File: src/verilog/mfi_pkg.sv
`default_nettype none
package mfi_pkg;
   // Register indices; byte address is four times the index
   localparam logic [5:0] IDX_INT_ENABLE    = 6'h06;
   localparam logic [5:0] IDX_MOTION_CTRL   = 6'h09;
   localparam logic [5:0] IDX_QUEUE_STATUS  = 6'h0a;
   localparam logic [5:0] IDX_QUEUE_DATA    = 6'h0d;
   localparam logic [5:0] IDX_INT_STATUS    = 6'h14;
   localparam logic [5:0] IDX_QUEUE_CTRL    = 6'h2d;
   localparam logic [5:0] IDX_QUEUE_LEVEL   = 6'h2e;
   localparam logic [5:0] IDX_QUEUE_IRQ     = 6'h2f;
   localparam logic [5:0] IDX_SERVICE_CTRL  = 6'h31;

   // Motion control and interrupt status field positions
   localparam int BIT_TILT_FLIP   = 0;
   localparam int BIT_FLIP        = 1;
   localparam int BIT_GENERIC     = 2;
   localparam int BIT_SHAKE       = 3;
   localparam int BIT_STEEP_TILT  = 4;
   localparam int BIT_QUEUE_CLEAR = 5;
   localparam int BIT_SAMPLE      = 7;

   // Queue control, status and service control field positions
   localparam int BIT_Q_EMPTY     = 0;
   localparam int BIT_Q_FULL      = 1;
   localparam int BIT_Q_LEVEL     = 2;
   localparam int BIT_Q_ENABLE    = 5;
   localparam int BIT_INDIV_CLEAR = 6;
   localparam int BIT_MODE_LO     = 0;

   // Servicing modes
   localparam logic [1:0] MODE_LATCHED = 2'h1;
   localparam logic [1:0] MODE_TEMP    = 2'h2;
   localparam logic [1:0] MODE_AUTO    = 2'h3;

   // Reset values
   localparam logic [7:0] RST_INT_ENABLE   = 8'h00;
   localparam logic [7:0] RST_MOTION_CTRL  = 8'h00;
   localparam logic [7:0] RST_QUEUE_CTRL   = 8'h00;
   localparam logic [5:0] RST_QUEUE_LEVEL  = 6'h10;
   localparam logic [7:0] RST_SERVICE_CTRL = 8'h01;
   localparam logic [2:0] RST_QUEUE_FLAGS  = 3'h1;

   // Queue size and timing
   localparam logic [5:0] QUEUE_DEPTH      = 6'h20;
   localparam int         CLK_HZ           = 40000000;
   localparam int         TEMP_LATCH_US    = 1000;
   localparam int         TEMP_LATCH_CYC   = (CLK_HZ / 1000000) * TEMP_LATCH_US;
endpackage : mfi_pkg
`default_nettype wire

File: src/verilog/mfi_irq_service.sv
// Local design decisions: the register addresses and the Avalon-MM register port.
`timescale 1ns/10ps
`default_nettype none
module mfi_irq_service #(
   parameter int TEMP_LATCH_CYCLES = mfi_pkg::TEMP_LATCH_CYC
) (
   // Clock and reset
   input  wire logic        clk,
   input  wire logic        reset,
   input  wire logic        software_reset,
   // Avalon-MM slave
   input  wire logic [7:0]  address,
   input  wire logic        read,
   input  wire logic        write,
   input  wire logic [31:0] writedata,
   input  wire logic [3:0]  byteenable,
   output logic [31:0]      readdata,
   output logic             waitrequest,
   // Motion engine conditions, levels
   input  wire logic        tilt_cond,
   input  wire logic        flip_cond,
   input  wire logic        generic_movement_cond,
   input  wire logic        shake_cond,
   input  wire logic        steep_tilt_cond,
   input  wire logic        motion_hw_clear,
   // Sample path pulses
   input  wire logic        z_process_done,
   input  wire logic        z_accum_start,
   input  wire logic        wake_state,
   input  wire logic        sample_write,
   input  wire logic [7:0]  sample_data,
   // Interrupt requests
   output logic             primary_irq_request,
   output logic             secondary_irq_request
);

   logic        rst;
   logic [5:0]  idx;
   logic        rd_ack_ff;
   logic        wr_ok;
   logic        rd_take;
   logic        status_wr;

   logic [7:0]  int_enable_ff;
   logic [7:0]  motion_ctrl_ff;
   logic [7:0]  queue_ctrl_ff;
   logic [5:0]  queue_level_ff;
   logic [7:0]  service_ctrl_ff;
   logic [1:0]  mode;
   logic        indiv;

   logic [4:0]  cond_now;
   logic [4:0]  cond_prev_ff;
   logic [7:0]  motion_en;
   logic [7:0]  set_v;
   logic [7:0]  clr_v;
   logic [7:0]  status_ff;
   logic [7:0]  nxt_status;

   logic [31:0] temp_cnt_ff;
   logic        temp_timeout;

   logic [7:0]  queue_mem [0:31];
   logic [4:0]  wr_ptr_ff;
   logic [4:0]  rd_ptr_ff;
   logic [5:0]  count_ff;
   logic [5:0]  nxt_count;
   logic        push;
   logic        pop;
   logic        q_access;
   logic [2:0]  qflag_ff;
   logic [2:0]  nxt_qflag;
   logic [2:0]  qirq_ff;
   logic [2:0]  qirq_set;
   logic        qirq_clr;

   // Software reset acts exactly like the bus reset
   assign rst = reset | software_reset;
   assign idx = address[7:2];

   function automatic logic [5:0] step_count(input logic [5:0] cnt, input logic inc, input logic dec);
      logic [5:0] r;
      r = cnt;
      if (inc && !dec)
      begin
         r = cnt + 6'h01;
      end
      else if (dec && !inc)
      begin
         r = cnt - 6'h01;
      end
      return r;
   endfunction : step_count

   // Bus handshake: reads take one wait cycle so read data comes from flops
   assign waitrequest = read & ~rd_ack_ff;
   assign wr_ok       = write & byteenable[0];
   assign rd_take     = read & ~rd_ack_ff;
   assign status_wr   = wr_ok && (idx == mfi_pkg::IDX_INT_STATUS);

   always_ff @(posedge clk)
   begin
      if (rst)
      begin
         rd_ack_ff <= 1'b0;
      end
      else
      begin
         rd_ack_ff <= rd_take;
      end
   end

   // Software-written control registers
   always_ff @(posedge clk)
   begin
      if (rst)
      begin
         int_enable_ff   <= mfi_pkg::RST_INT_ENABLE;
         motion_ctrl_ff  <= mfi_pkg::RST_MOTION_CTRL;
         queue_ctrl_ff   <= mfi_pkg::RST_QUEUE_CTRL;
         queue_level_ff  <= mfi_pkg::RST_QUEUE_LEVEL;
         service_ctrl_ff <= mfi_pkg::RST_SERVICE_CTRL;
      end
      else if (wr_ok)
      begin
         if (idx == mfi_pkg::IDX_INT_ENABLE)
         begin
            int_enable_ff <= writedata[7:0];
         end
         else if (idx == mfi_pkg::IDX_MOTION_CTRL)
         begin
            motion_ctrl_ff <= writedata[7:0];
         end
         else if (idx == mfi_pkg::IDX_QUEUE_CTRL)
         begin
            queue_ctrl_ff <= writedata[7:0];
         end
         else if (idx == mfi_pkg::IDX_QUEUE_LEVEL)
         begin
            queue_level_ff <= writedata[5:0];
         end
         else if (idx == mfi_pkg::IDX_SERVICE_CTRL)
         begin
            service_ctrl_ff <= writedata[7:0];
         end
      end
   end

   assign mode  = service_ctrl_ff[mfi_pkg::BIT_MODE_LO +: 2];
   assign indiv = service_ctrl_ff[mfi_pkg::BIT_INDIV_CLEAR];

   // Motion sources: feature gating in motion control
   assign cond_now = {steep_tilt_cond, shake_cond, generic_movement_cond, flip_cond, tilt_cond};

   always_comb
   begin
      motion_en = 8'h00;
      motion_en[mfi_pkg::BIT_TILT_FLIP]  = motion_ctrl_ff[mfi_pkg::BIT_TILT_FLIP];
      motion_en[mfi_pkg::BIT_FLIP]       = motion_ctrl_ff[mfi_pkg::BIT_TILT_FLIP];
      motion_en[mfi_pkg::BIT_GENERIC]    = motion_ctrl_ff[mfi_pkg::BIT_GENERIC];
      motion_en[mfi_pkg::BIT_SHAKE]      = motion_ctrl_ff[mfi_pkg::BIT_SHAKE]
                                         & motion_ctrl_ff[mfi_pkg::BIT_GENERIC];
      motion_en[mfi_pkg::BIT_STEEP_TILT] = motion_ctrl_ff[mfi_pkg::BIT_STEEP_TILT]
                                         & motion_ctrl_ff[mfi_pkg::BIT_GENERIC];
      motion_en[mfi_pkg::BIT_SAMPLE]     = 1'b1;
   end

   always_ff @(posedge clk)
   begin
      if (rst)
      begin
         cond_prev_ff <= 5'h00;
      end
      else
      begin
         cond_prev_ff <= cond_now;
      end
   end

   // Set on condition onset; shake and steep tilt need no generic irq enable
   always_comb
   begin
      set_v = 8'h00;
      set_v[4:0] = cond_now & ~cond_prev_ff & motion_en[4:0] & int_enable_ff[4:0];
      set_v[mfi_pkg::BIT_SAMPLE] = z_process_done & int_enable_ff[mfi_pkg::BIT_SAMPLE];
   end

   // Clear sources per servicing mode
   always_comb
   begin
      clr_v = 8'h00;
      if (status_wr)
      begin
         if (indiv)
         begin
            clr_v = writedata[7:0];
         end
         else
         begin
            clr_v = 8'hff;
         end
      end
      if (mode == mfi_pkg::MODE_TEMP && temp_timeout)
      begin
         clr_v = 8'hff;
      end
      else if (mode == mfi_pkg::MODE_AUTO)
      begin
         clr_v[4:0] = clr_v[4:0] | ~cond_now | {5{motion_hw_clear}};
         clr_v[mfi_pkg::BIT_SAMPLE] = clr_v[mfi_pkg::BIT_SAMPLE] | z_accum_start;
      end
   end

   // A set in the same cycle as a clear wins
   always_comb
   begin
      nxt_status = (status_ff & ~clr_v) | set_v;
      nxt_status[mfi_pkg::BIT_QUEUE_CLEAR] = 1'b0;
      nxt_status[6] = 1'b0;
   end

   always_ff @(posedge clk)
   begin
      if (rst)
      begin
         status_ff <= 8'h00;
      end
      else
      begin
         status_ff <= nxt_status;
      end
   end

   // One shared temporary latch timer, restarted by every new event
   assign temp_timeout = (temp_cnt_ff == TEMP_LATCH_CYCLES - 1);

   always_ff @(posedge clk)
   begin
      if (rst)
      begin
         temp_cnt_ff <= 32'h0000_0000;
      end
      else if (mode != mfi_pkg::MODE_TEMP || status_ff == 8'h00 || set_v != 8'h00 || temp_timeout)
      begin
         temp_cnt_ff <= 32'h0000_0000;
      end
      else
      begin
         temp_cnt_ff <= temp_cnt_ff + 32'h0000_0001;
      end
   end

   // Sample queue; only occupancy matters to the flags
   assign push      = sample_write & wake_state & queue_ctrl_ff[mfi_pkg::BIT_Q_ENABLE]
                    & (count_ff != mfi_pkg::QUEUE_DEPTH);
   assign pop       = rd_take && (idx == mfi_pkg::IDX_QUEUE_DATA) && (count_ff != 6'h00)
                    && queue_ctrl_ff[mfi_pkg::BIT_Q_ENABLE];
   assign q_access  = push | pop;
   assign nxt_count = step_count(count_ff, push, pop);

   always_ff @(posedge clk)
   begin
      if (push)
      begin
         queue_mem[wr_ptr_ff] <= sample_data;
      end
   end

   always_ff @(posedge clk)
   begin
      if (rst)
      begin
         wr_ptr_ff <= 5'h00;
         rd_ptr_ff <= 5'h00;
         count_ff  <= 6'h00;
      end
      else
      begin
         wr_ptr_ff <= push ? wr_ptr_ff + 5'h01 : wr_ptr_ff;
         rd_ptr_ff <= pop ? rd_ptr_ff + 5'h01 : rd_ptr_ff;
         count_ff  <= nxt_count;
      end
   end

   // Flags change only on a queue access, and only while the queue is enabled
   always_comb
   begin
      nxt_qflag = qflag_ff;
      if (q_access)
      begin
         nxt_qflag[mfi_pkg::BIT_Q_EMPTY] = (nxt_count == 6'h00);
         nxt_qflag[mfi_pkg::BIT_Q_FULL]  = (nxt_count == mfi_pkg::QUEUE_DEPTH);
         nxt_qflag[mfi_pkg::BIT_Q_LEVEL] = (nxt_count >= queue_level_ff);
      end
   end

   always_ff @(posedge clk)
   begin
      if (rst)
      begin
         qflag_ff <= mfi_pkg::RST_QUEUE_FLAGS;
      end
      else
      begin
         qflag_ff <= nxt_qflag;
      end
   end

   // Queue irqs are latched whatever the motion servicing mode
   assign qirq_set = {3{q_access}} & nxt_qflag & queue_ctrl_ff[2:0];
   assign qirq_clr = status_wr && (!indiv || writedata[mfi_pkg::BIT_QUEUE_CLEAR]);

   always_ff @(posedge clk)
   begin
      if (rst)
      begin
         qirq_ff <= 3'h0;
      end
      else
      begin
         qirq_ff <= (qirq_ff & ~{3{qirq_clr}}) | qirq_set;
      end
   end

   // Read data
   always_ff @(posedge clk)
   begin
      if (rst)
      begin
         readdata <= 32'h0000_0000;
      end
      else if (rd_take)
      begin
         if (idx == mfi_pkg::IDX_INT_ENABLE)
         begin
            readdata <= {24'h00_0000, int_enable_ff};
         end
         else if (idx == mfi_pkg::IDX_MOTION_CTRL)
         begin
            readdata <= {24'h00_0000, motion_ctrl_ff};
         end
         else if (idx == mfi_pkg::IDX_QUEUE_STATUS)
         begin
            readdata <= {29'h0000_0000, qflag_ff};
         end
         else if (idx == mfi_pkg::IDX_QUEUE_DATA)
         begin
            readdata <= {24'h00_0000, (count_ff != 6'h00) ? queue_mem[rd_ptr_ff] : 8'h00};
         end
         else if (idx == mfi_pkg::IDX_INT_STATUS)
         begin
            readdata <= {24'h00_0000, status_ff};
         end
         else if (idx == mfi_pkg::IDX_QUEUE_CTRL)
         begin
            readdata <= {24'h00_0000, queue_ctrl_ff};
         end
         else if (idx == mfi_pkg::IDX_QUEUE_LEVEL)
         begin
            readdata <= {26'h000_0000, queue_level_ff};
         end
         else if (idx == mfi_pkg::IDX_QUEUE_IRQ)
         begin
            readdata <= {29'h0000_0000, qirq_ff};
         end
         else if (idx == mfi_pkg::IDX_SERVICE_CTRL)
         begin
            readdata <= {24'h00_0000, service_ctrl_ff};
         end
         else
         begin
            readdata <= 32'h0000_0000;
         end
      end
   end

   // Requests registered so they never glitch on the pins
   always_ff @(posedge clk)
   begin
      if (rst)
      begin
         primary_irq_request   <= 1'b0;
         secondary_irq_request <= 1'b0;
      end
      else
      begin
         primary_irq_request   <= |nxt_status;
         secondary_irq_request <= |((qirq_ff & ~{3{qirq_clr}}) | qirq_set);
      end
   end

endmodule : mfi_irq_service
`default_nettype wire

File: config.mk
export PLATFORM = sky130hd
export DESIGN_NAME = mfi_irq_service
export DESIGN_NICKNAME = d
export VERILOG_FILES = /design/src/verilog/mfi_pkg.sv /design/src/verilog/mfi_irq_service.sv
export SDC_FILE = /design/constraint.sdc
export NUM_CORES = 1
export LEC_CHECK = 0
export BUFFER_PORTS_ARGS = -buffer_cell sky130_fd_sc_hd__buf_2
export CAP_MARGIN = 20
export CORE_UTILIZATION = 54
export CTS_CLUSTER_DIAMETER = 150
export DETAILED_ROUTE_END_ITERATION = 10
export PLACE_DENSITY_LB_ADDON = 0.12
export SLEW_MARGIN = 20
export SYNTH_ARGS = -nofsm -noshare
export SYNTH_HDL_FRONTEND = slang
export SYNTH_SLANG_ARGS = --single-unit
File: constraint.sdc
create_clock -name clk -period 4.5 [get_ports clk]
set_input_delay 0.9 -clock clk [delete_from_list [all_inputs] [get_ports clk]]
set_output_delay 0.9 -clock clk [all_outputs]
set_load 0.02 [all_outputs]
==> results of run 1 <==
==> cell usage after synthesis, types with 3 or more instances <==
| cell type | count | area share |
|---|---|---|
| sky130_fd_sc_hd__a21oi_1 | 19 | 0.0060 |
| sky130_fd_sc_hd__a221oi_1 | 5 | 0.0028 |
| sky130_fd_sc_hd__a22oi_1 | 10 | 0.0048 |
| sky130_fd_sc_hd__a31oi_1 | 4 | 0.0016 |
| sky130_fd_sc_hd__and2_1 | 9 | 0.0036 |
| sky130_fd_sc_hd__and3_1 | 12 | 0.0048 |
| sky130_fd_sc_hd__and4_1 | 4 | 0.0022 |
| sky130_fd_sc_hd__buf_1 | 6 | 0.0014 |
| sky130_fd_sc_hd__buf_2 | 10 | 0.0032 |
| sky130_fd_sc_hd__buf_4 | 24 | 0.011 |
| sky130_fd_sc_hd__clkbuf_1 | 32 | 0.0076 |
| sky130_fd_sc_hd__dfxtp_1 | 119 | 0.15 |
| sky130_fd_sc_hd__edfxtp_1 | 256 | 0.49 |
| sky130_fd_sc_hd__ha_1 | 15 | 0.012 |
| sky130_fd_sc_hd__inv_1 | 20 | 0.0048 |
| sky130_fd_sc_hd__mux2_2 | 7 | 0.0050 |
| sky130_fd_sc_hd__mux2i_1 | 42 | 0.027 |
| sky130_fd_sc_hd__mux4_2 | 80 | 0.11 |
| sky130_fd_sc_hd__nand2_1 | 48 | 0.011 |
| sky130_fd_sc_hd__nand2b_1 | 4 | 0.0016 |
| sky130_fd_sc_hd__nand3_1 | 28 | 0.0089 |
| sky130_fd_sc_hd__nand3b_1 | 5 | 0.0024 |
| sky130_fd_sc_hd__nand4_1 | 18 | 0.0072 |
| sky130_fd_sc_hd__nand4b_1 | 5 | 0.0028 |
| sky130_fd_sc_hd__nor2_1 | 140 | 0.033 |
| sky130_fd_sc_hd__nor2b_1 | 7 | 0.0028 |
| sky130_fd_sc_hd__nor3_1 | 19 | 0.0060 |
| sky130_fd_sc_hd__nor3b_1 | 4 | 0.0019 |
| sky130_fd_sc_hd__nor4_1 | 14 | 0.0056 |
| sky130_fd_sc_hd__o211a_1 | 4 | 0.0025 |
| sky130_fd_sc_hd__o211ai_1 | 7 | 0.0033 |
| sky130_fd_sc_hd__o21ai_0 | 20 | 0.0064 |
| sky130_fd_sc_hd__o221ai_1 | 3 | 0.0017 |
| sky130_fd_sc_hd__or3_1 | 3 | 0.0012 |
| sky130_fd_sc_hd__xnor2_1 | 20 | 0.011 |
| sky130_fd_sc_hd__xor2_1 | 20 | 0.011 |
==> layer usage <==
layer  GRT usage  routed length [microns]  up-vias
met4     0.06600                      714        0
li1            -                        -     4224
met3     0.03342                     1662       61
met1      0.3186                    14820     4557
met5           0                        0        -
met2      0.3728                    15930      281
==> area by class of cell <==
class                           instances  area (sq um)  area share
Sequential cell                       375         10070      0.5691
Tap cell                              384         480.5     0.02714
Antenna cell                            1         2.502   0.0001414
Multi-Input combinational cell        640          5310      0.3000
Inverter                               20         75.07    0.004241
Clock inverter                         19         205.2     0.01159
Timing Repair Buffer                   73         452.9     0.02559
Clock buffer                           50          1101     0.06220
==> worst paths after layout <==
path | startpoint | end | slack [ns] | depth (start not counted)
setup / recovery | count_ff[0]$_SDFF_PP0_ | secondary_irq_request$_SDFF_PP0_ | 0.97 | 14
setup reg to reg | count_ff[0]$_SDFF_PP0_ | secondary_irq_request$_SDFF_PP0_ | 0.97 | 14
hold / removal | temp_cnt_ff[0]$_SDFF_PP0_ | temp_cnt_ff[0]$_SDFF_PP0_ | 0.46 | 1
hold reg to reg | temp_cnt_ff[0]$_SDFF_PP0_ | temp_cnt_ff[0]$_SDFF_PP0_ | 0.46 | 1
==> kinds of logic (layout without fill, tap and decap cells) <==
family	Yosys count	in the layout
compound gates	95	95
xor+xnor	40	40
mux	129	129
simple gates	336	336
flops	375	375
buf+inv	93	162
other cells	1	25
fa+ha+maj	16	16
==> state kept, by name, indices dropped and copies added (netlist names), named ones only <==
register	cells
count_ff	6
cond_prev_ff	5
queue_level_ff	6
readdata	8
qirq_ff	3
queue_ctrl_ff	8
secondary_irq_request	1
status_ff	6
rd_ack_ff	1
rd_ptr_ff	5
wr_ptr_ff	5
temp_cnt_ff	32
int_enable_ff	8
qflag_ff	3
service_ctrl_ff	8
queue_mem	256
primary_irq_request	1
motion_ctrl_ff	8
==> power by group through the flow <==
| stage | registers, mW | clock network [mW] | logic (mW) |
|---|---|---|---|
| final | 3.68 | 3.25 | 0.136 |
| after global routing | 3.68 | 3.44 | 0.148 |
| after CTS | 3.68 | 3.31 | 0.136 |
| after detailed placement | 3.76 | 0 | 0.135 |
| after global placement | 3.76 | 0 | 0.132 |
| after floorplan | 3.76 | 0 | 0.0714 |
==> flow_summary.rst, run 1 <==
.. list-table::
   :header-rows: 1

   * - Metric
     - Value
   * - Register bit total from synthesis
     - roughly 380
   * - Share of layout cells above drive strength 1
     - 0.2014
   * - Clock tree from TritonCTS
     - yes
   * - Share of cell area taken by muxes after synthesis
     - 0.1462
   * - Post-synthesis xor/xnor area fraction
     - 0.02226
   * - Vertical die dimension
     - 172.7 microns
   * - Critical path endpoint category
     - register
   * - Layout net count
     - ~1200
   * - Count of endpoints failing setup in the final report
     - 0
   * - Worst-case hold slack
     - ~0.46 ns
   * - Number of standard cells in the layout, taps in and fillers out
     - 1562
   * - Area of the die
     - roughly 0.03 sq mm
   * - Switching power summed over all nets
     - ~1.4 mW
   * - Total congestion overflow after global routing
     - 0
   * - Tightest Pin Transition
     - around 1.0 ns
   * - Number of optimization iterations in the first detailed-route pass
     - 5
   * - Worst voltage drop across the vdd grid
     - roughly 0.45 mV
   * - Final Power
     - 7.067 mW
   * - Via count of the first global-routing pass
     - ~9100
   * - Via-to-Cell Ratio
     - slightly below 6
   * - Cell area after placement
     - roughly 0.016 sq mm
   * - Distinct cells, synth
     - 72
   * - Data required time of the critical path
     - about 5 ns
   * - Internal power of the cells
     - around 5.7 mW
   * - Total standard cell area after synthesis
     - about 0.016 sq mm
   * - Initial cell density of the core
     - 0.5484
   * - Final Worst Setup Slack
     - between 0.9 and 1 ns
   * - Path class of the lowest-slack min-delay path
     - reg2reg
   * - Setup repair after global routing missed its margin
     - false
   * - Crit path max fanout
     - 7
   * - Worst slew margin relative to its limit
     - 0.3258
   * - Pre-CTS setup slack
     - approximately 0.48 ns
   * - Leading cell types in the layout, fill and taps excluded
     - sky130_fd_sc_hd__edfxtp_1, sky130_fd_sc_hd__nor2_1, sky130_fd_sc_hd__dfxtp_1
   * - Final period util
     - 0.7854
   * - Static leakage power
     - around 5.7 nW
   * - Portion of total power attributed to combinational logic
     - 0.019
   * - Simple-Gate Fraction of Synth Area
     - 0.1061
   * - Max Freq
     - about 0.28 GHz
   * - Chip Width
     - 172.7 microns
   * - Mean instance size in the synthesized netlist
     - 14.51 sq um
   * - DRT Wirelength
     - between 30000 and 40000 microns
   * - Power per Cell Area
     - between 300 and 400 mW/mm^2
   * - Non-Filler Cell Area, Final
     - between 0.015 and 0.02 sq mm
   * - Adder-cell share of the synthesized area
     - 0.01256
   * - Most frequent standard cell in the layout excluding fill and tap cells
     - sky130_fd_sc_hd__edfxtp_1
   * - Detailed-route wire length per cell
     - 21.21 microns
   * - Number of antenna violations at the first check in global routing
     - 1
   * - Standard-cell rows
     - just over 60
   * - Register area share after synthesis
     - 0.6397
   * - Filler cell count
     - about 2200
   * - Yosys warns
     - 0
   * - CTS clk-pin slew, worst paths
     - ~0.060 ns
   * - Number of pins with negative max-slew slack in the final report
     - 0
   * - Number of flops mapped to enable cells by yosys
     - around 260
   * - Number of buffers inserted by post-CTS setup repair
     - 0
   * - Maximum buffer depth of the clock tree
     - 3
   * - CTS root buf
     - sky130_fd_sc_hd__clkbuf_16
   * - Number of hold violations in the final report
     - 0
   * - Count of mapped cells out of synthesis
     - roughly 1100
   * - Slowest stage cell, crit path
     - sky130_fd_sc_hd__or4b_4
   * - Cell with the most instances on the worst path
     - sky130_fd_sc_hd__ha_1
   * - Fin util
     - 0.6167
   * - Sw Share
     - 0.1979
   * - Kind of start point of the critical path
     - register
   * - Sink count of the clock tree
     - ~380
   * - Largest stage delay on the critical path
     - around 0.52 ns
   * - Part of the power in registers
     - 0.521
   * - Layout-stage area growth over the synthesis result
     - 12.46%
   * - Max-cap viol count
     - 0
   * - WS Path Type
     - reg2reg
   * - Buffers and inverters on the worst path
     - 1
   * - Wire length of the first global-routing pass
     - 52230 microns
   * - Arrival time at the worst endpoint
     - 3.90 ns
   * - Std-Cell Core Area
     - approximately 0.029 sq mm
   * - Worst clock skew on the final layout
     - roughly 0.022 ns
   * - Count of instances resized after the clock tree is built
     - 0
   * - Compound-Gate Fraction of Synth Area
     - 0.04380
   * - Clock share of power
     - 0.460
   * - Count of unresolved DRC violations after routing
     - 0
   * - Maximum number of pins on one net before global-route repair
     - between 60 and 70
   * - Detailed router's first-iteration violation count
     - between 700 and 800
   * - Vias
     - 9123
   * - Async set-reset flop share out of synthesis
     - 0
   * - Largest family of logic cells by synthesized area
     - multiplexers
   * - Setup TNS
     - 0 ns
   * - CTS buffer count
     - 40
   * - Clk Latency, worst-skew pair
     - approximately 0.53 ns
   * - Time the final worst path needs with I/O delays and setup
     - ~3.5 ns
   * - CTS H-Tree Depth
     - 2
   * - Critical path, cell by cell
     - inv_1 > ha_1 > or4b_4 > o2111ai_2 > nor4_1 > or3_1 > and2_1 > ha_1 > a21oi_1 > o21ai_0 > a31o_2 > nand3_1 > a21o_1 > o211ai_1
   * - Antenna viol nets, final
     - 0
   * - Weighted congestion at the end of routability-driven global placement
     - about 0.85
   * - Run status
     - finished, final reports clean
   * - IO Pins
     - slightly above 100
   * - Post-detail-place hpwl
     - between 20000 and 25000 microns
   * - Overall routing resource usage
     - 0.2274
   * - Placed cell count
     - 1492
   * - Count of hold-fix buffers inserted at cts
     - 0
   * - Prevailing post-synth register cell
     - sky130_fd_sc_hd__edfxtp_1
   * - Count of buffers inserted at the top-level ports
     - 48
   * - Cell family with most CP delay
     - simple AND/OR/NAND/NOR gates
Note: power is estimated with default switching activity, not from simulation.
==> run 2, diff against run 1 <==
- clock period: 4.5 -> 3.14 ns (I/O delays scaled with it)
==> run 2 against run 1 <==
Wire length increased by 2.4%. Clock power increased by 40%. Fmax increased by 18%. Via count increased by 2.5%. Clock skew increased by 0.0061 ns. Die area unchanged. Total power increased by 42%. Non-clock buffer count increased by 36. Setup slack got worse by 0.83 ns. Global-route usage increased by 0.36 points. Register-to-register slack got worse by 0.83 ns. First-iteration DRC count increased by 17%.
==> flow_summary.rst, run 2 (synthesis results as in run 1) <==
.. list-table::
   :header-rows: 1

   * - Metric
     - Value
   * - Detailed router's first-iteration violation count
     - ~860
   * - CTS clk-pin slew, worst paths
     - about 0.06 ns
   * - Power per Cell Area
     - 555.3 mW/mm^2
   * - Run status
     - finished, final reports clean
   * - CTS H-Tree Depth
     - 2
   * - Detailed-route wire length per cell
     - between 20 and 25 microns
   * - Final Worst Setup Slack
     - roughly 0.14 ns
   * - IO Pins
     - roughly 100
   * - Static leakage power
     - approximately 6 nW
   * - Largest register by flop count
     - queue_mem
   * - Chip Width
     - roughly 170 microns
   * - Count of buffers inserted at the top-level ports
     - 48
   * - Count of unresolved DRC violations after routing
     - 0
   * - Number of flip-flops under the largest register name
     - approximately 260
   * - Worst slew margin relative to its limit
     - 0.3870
   * - Number of hold violations in the final report
     - 0
   * - Kind of start point of the critical path
     - register
   * - Met2 Use GR
     - 0.3684
   * - Vias
     - roughly 9400
   * - Wire length of the first global-routing pass
     - between 50000 and 60000 microns
   * - Leading cell types in the layout, fill and taps excluded
     - sky130_fd_sc_hd__edfxtp_1, sky130_fd_sc_hd__nor2_1, sky130_fd_sc_hd__dfxtp_1
   * - Max-cap viol count
     - 0
   * - Worst voltage drop across the vdd grid
     - 0.4851 mV
   * - Layout-stage area growth over the synthesis result
     - 14.92%
   * - CTS root buf
     - sky130_fd_sc_hd__clkbuf_16
   * - Via count of the first global-routing pass
     - 9169
   * - Number of diodes added for antenna fixing
     - 0
   * - Max Freq
     - between 0.3 and 0.4 GHz
   * - Arrival time at the worst endpoint
     - ~3.4 ns
   * - Most frequent standard cell in the layout excluding fill and tap cells
     - sky130_fd_sc_hd__edfxtp_1
   * - Total congestion overflow after global routing
     - 0
   * - Count of cells along the worst hold path
     - 2
   * - Post-detail-place hpwl
     - 21760 microns
   * - Count of endpoints failing setup in the final report
     - 0
   * - Overall routing resource usage
     - 0.2310
   * - Maximum number of pins on one net before global-route repair
     - between 60 and 70
   * - Maximum buffer depth of the clock tree
     - 3
   * - Placed cell count
     - 1521
   * - Via-to-Cell Ratio
     - roughly 5.9
   * - Count of hold-fix buffers inserted at cts
     - 0
   * - Area of the die
     - just under 0.03 sq mm
   * - R2R depth
     - 15
   * - Global routing usage on met3
     - 0.03232
   * - Initial cell density of the core
     - 0.5484
   * - Met1 capacity usage during global routing
     - 0.3292
   * - Critical path endpoint category
     - register
   * - Vertical die dimension
     - between 150 and 200 microns
   * - Number of optimization iterations in the first detailed-route pass
     - 8
   * - Path class of the lowest-slack min-delay path
     - in2reg
   * - DRT Wirelength
     - about 34000 microns
   * - Share of layout cells above drive strength 1
     - 0.2397
   * - Layer with the highest usage after global routing
     - met2
   * - Regs by FF count
     - queue_mem x256, temp_cnt_ff x32
   * - Crit path max fanout
     - 6
   * - Sink count of the clock tree
     - 375
   * - Weighted congestion at the end of routability-driven global placement
     - 0.8494
   * - Std-Cell Core Area
     - between 0.02 and 0.03 sq mm
   * - Time the final worst path needs with I/O delays and setup
     - 3.002 ns
   * - Clk Latency, worst-skew pair
     - 0.54 ns
   * - Standard-cell rows
     - between 60 and 70
   * - Pre-CTS setup slack
     - -0.2582 ns
   * - Final period util
     - 0.9560
   * - Number of standard cells in the layout, taps in and fillers out
     - between 1500 and 2000
   * - WS Path Type
     - reg2reg
   * - CTS buffer count
     - 40
   * - Tightest Pin Transition
     - approximately 0.92 ns
   * - Worst clock skew on the final layout
     - roughly 0.028 ns
   * - Layout net count
     - ~1300
   * - Data required time of the critical path
     - 3.54 ns
   * - Clock tree from TritonCTS
     - yes
   * - Number of pins with negative max-slew slack in the final report
     - 0
   * - Number of antenna violations at the first check in global routing
     - 0
   * - Antenna viol nets, final
     - 0
-- run 2: cell types whose count changed in the layout (fill, tap and decap cells not counted), moves of 2 or more --
cell / before / now
sky130_fd_sc_hd__buf_4: 23 / 52
sky130_fd_sc_hd__buf_6: 0 / 5
sky130_fd_sc_hd__o21ai_0: 20 / 16
sky130_fd_sc_hd__o21ai_1: 1 / 5
sky130_fd_sc_hd__a21oi_1: 19 / 16
sky130_fd_sc_hd__a21oi_2: 0 / 3
sky130_fd_sc_hd__ha_1: 15 / 12
sky130_fd_sc_hd__ha_4: 0 / 3
sky130_fd_sc_hd__buf_12: 2 / 4
sky130_fd_sc_hd__clkbuf_1: 4 / 6
sky130_fd_sc_hd__inv_1: 20 / 18
sky130_fd_sc_hd__inv_2: 0 / 2
sky130_fd_sc_hd__nor4_2: 1 / 3
sky130_fd_sc_hd__xnor2_1: 20 / 18
-- run 2: final timing paths --
path,startpoint,end,slack [ns]
worst max-delay path,count_ff[0]$_SDFF_PP0_,secondary_irq_request$_SDFF_PP0_,0.14
worst min-delay path,flip_cond,cond_prev_ff[1]$_SDFF_PP0_,0.34
worst max register to register,count_ff[0]$_SDFF_PP0_,secondary_irq_request$_SDFF_PP0_,0.14
worst min register to register,temp_cnt_ff[0]$_SDFF_PP0_,temp_cnt_ff[0]$_SDFF_PP0_,0.46
-- run 2: what timing repair did --
| item | CTS | global route |
|---|---|---|
| setup buffers | 2 | 5 |
| endpoints found under the setup margin | 2 | 3 |
| resized for setup | 10 | 16 |
| pin swaps | 5 | 8 |
-- run 2: layout make-up --
class	instances	area (sq um)
Clock buffer	50	1070
Clock inverter	20	203.9
Fill cell	2129	10610
Inverter	20	75.07
Multi-Input combinational cell	640	5418
Sequential cell	375	10080
Tap cell	384	480.5
Timing Repair Buffer	109	767.0
-- run 2: through the flow --
stage | cell area (sq um) | power, mW | hold slack (ns) | TNS, ns | util
2_1_floorplan | 15850 | 5.490 | 0.4298 | 0 | -
3_3_place_gp | 16640 | 5.586 | 0.4445 | -0.4368 | 0.5797
3_5_place_dp | 16640 | 5.591 | 0.4538 | -0.5072 | 0.5797
4_1_cts | 17980 | 10.14 | 0.3187 | 0 | 0.6264
5_1_grt | 18090 | 10.35 | 0.3340 | -0.009553 | 0.6303
6_report | 18090 | 10.04 | 0.3438 | 0 | 0.6303
-- run 2: power breakdown --
part	switching [mW]	internal, mW
clock network	1.88	2.67
logic	0.162	0.0482
registers	0.00347	5.27
total	2.05	8.00
-- run 2: per-layer routing --
metal | wire [microns] | up-vias
met5 | 0 | -
met4 | 958 | 0
met2 | 16170 | 297
met3 | 1800 | 62
li1 | - | 4312
met1 | 14990 | 4683
-- run 2: worst max-delay path: stages (launching register included) --
cell and delay (ns):
sky130_fd_sc_hd__dfxtp_2 0.32, sky130_fd_sc_hd__inv_2 0.07, sky130_fd_sc_hd__ha_4 0.14, sky130_fd_sc_hd__or4b_4 0.52, sky130_fd_sc_hd__o2111a_2 0.33, sky130_fd_sc_hd__nand2_1 0.12
sky130_fd_sc_hd__buf_6 0.14, sky130_fd_sc_hd__xnor2_2 0.12, sky130_fd_sc_hd__ha_1 0.25, sky130_fd_sc_hd__nand2b_1 0.16, sky130_fd_sc_hd__a21oi_2 0.13, sky130_fd_sc_hd__o21ai_1 0.07
sky130_fd_sc_hd__a31o_2 0.22, sky130_fd_sc_hd__nand3_2 0.09, sky130_fd_sc_hd__a21o_1 0.11, sky130_fd_sc_hd__o211ai_1 0.08
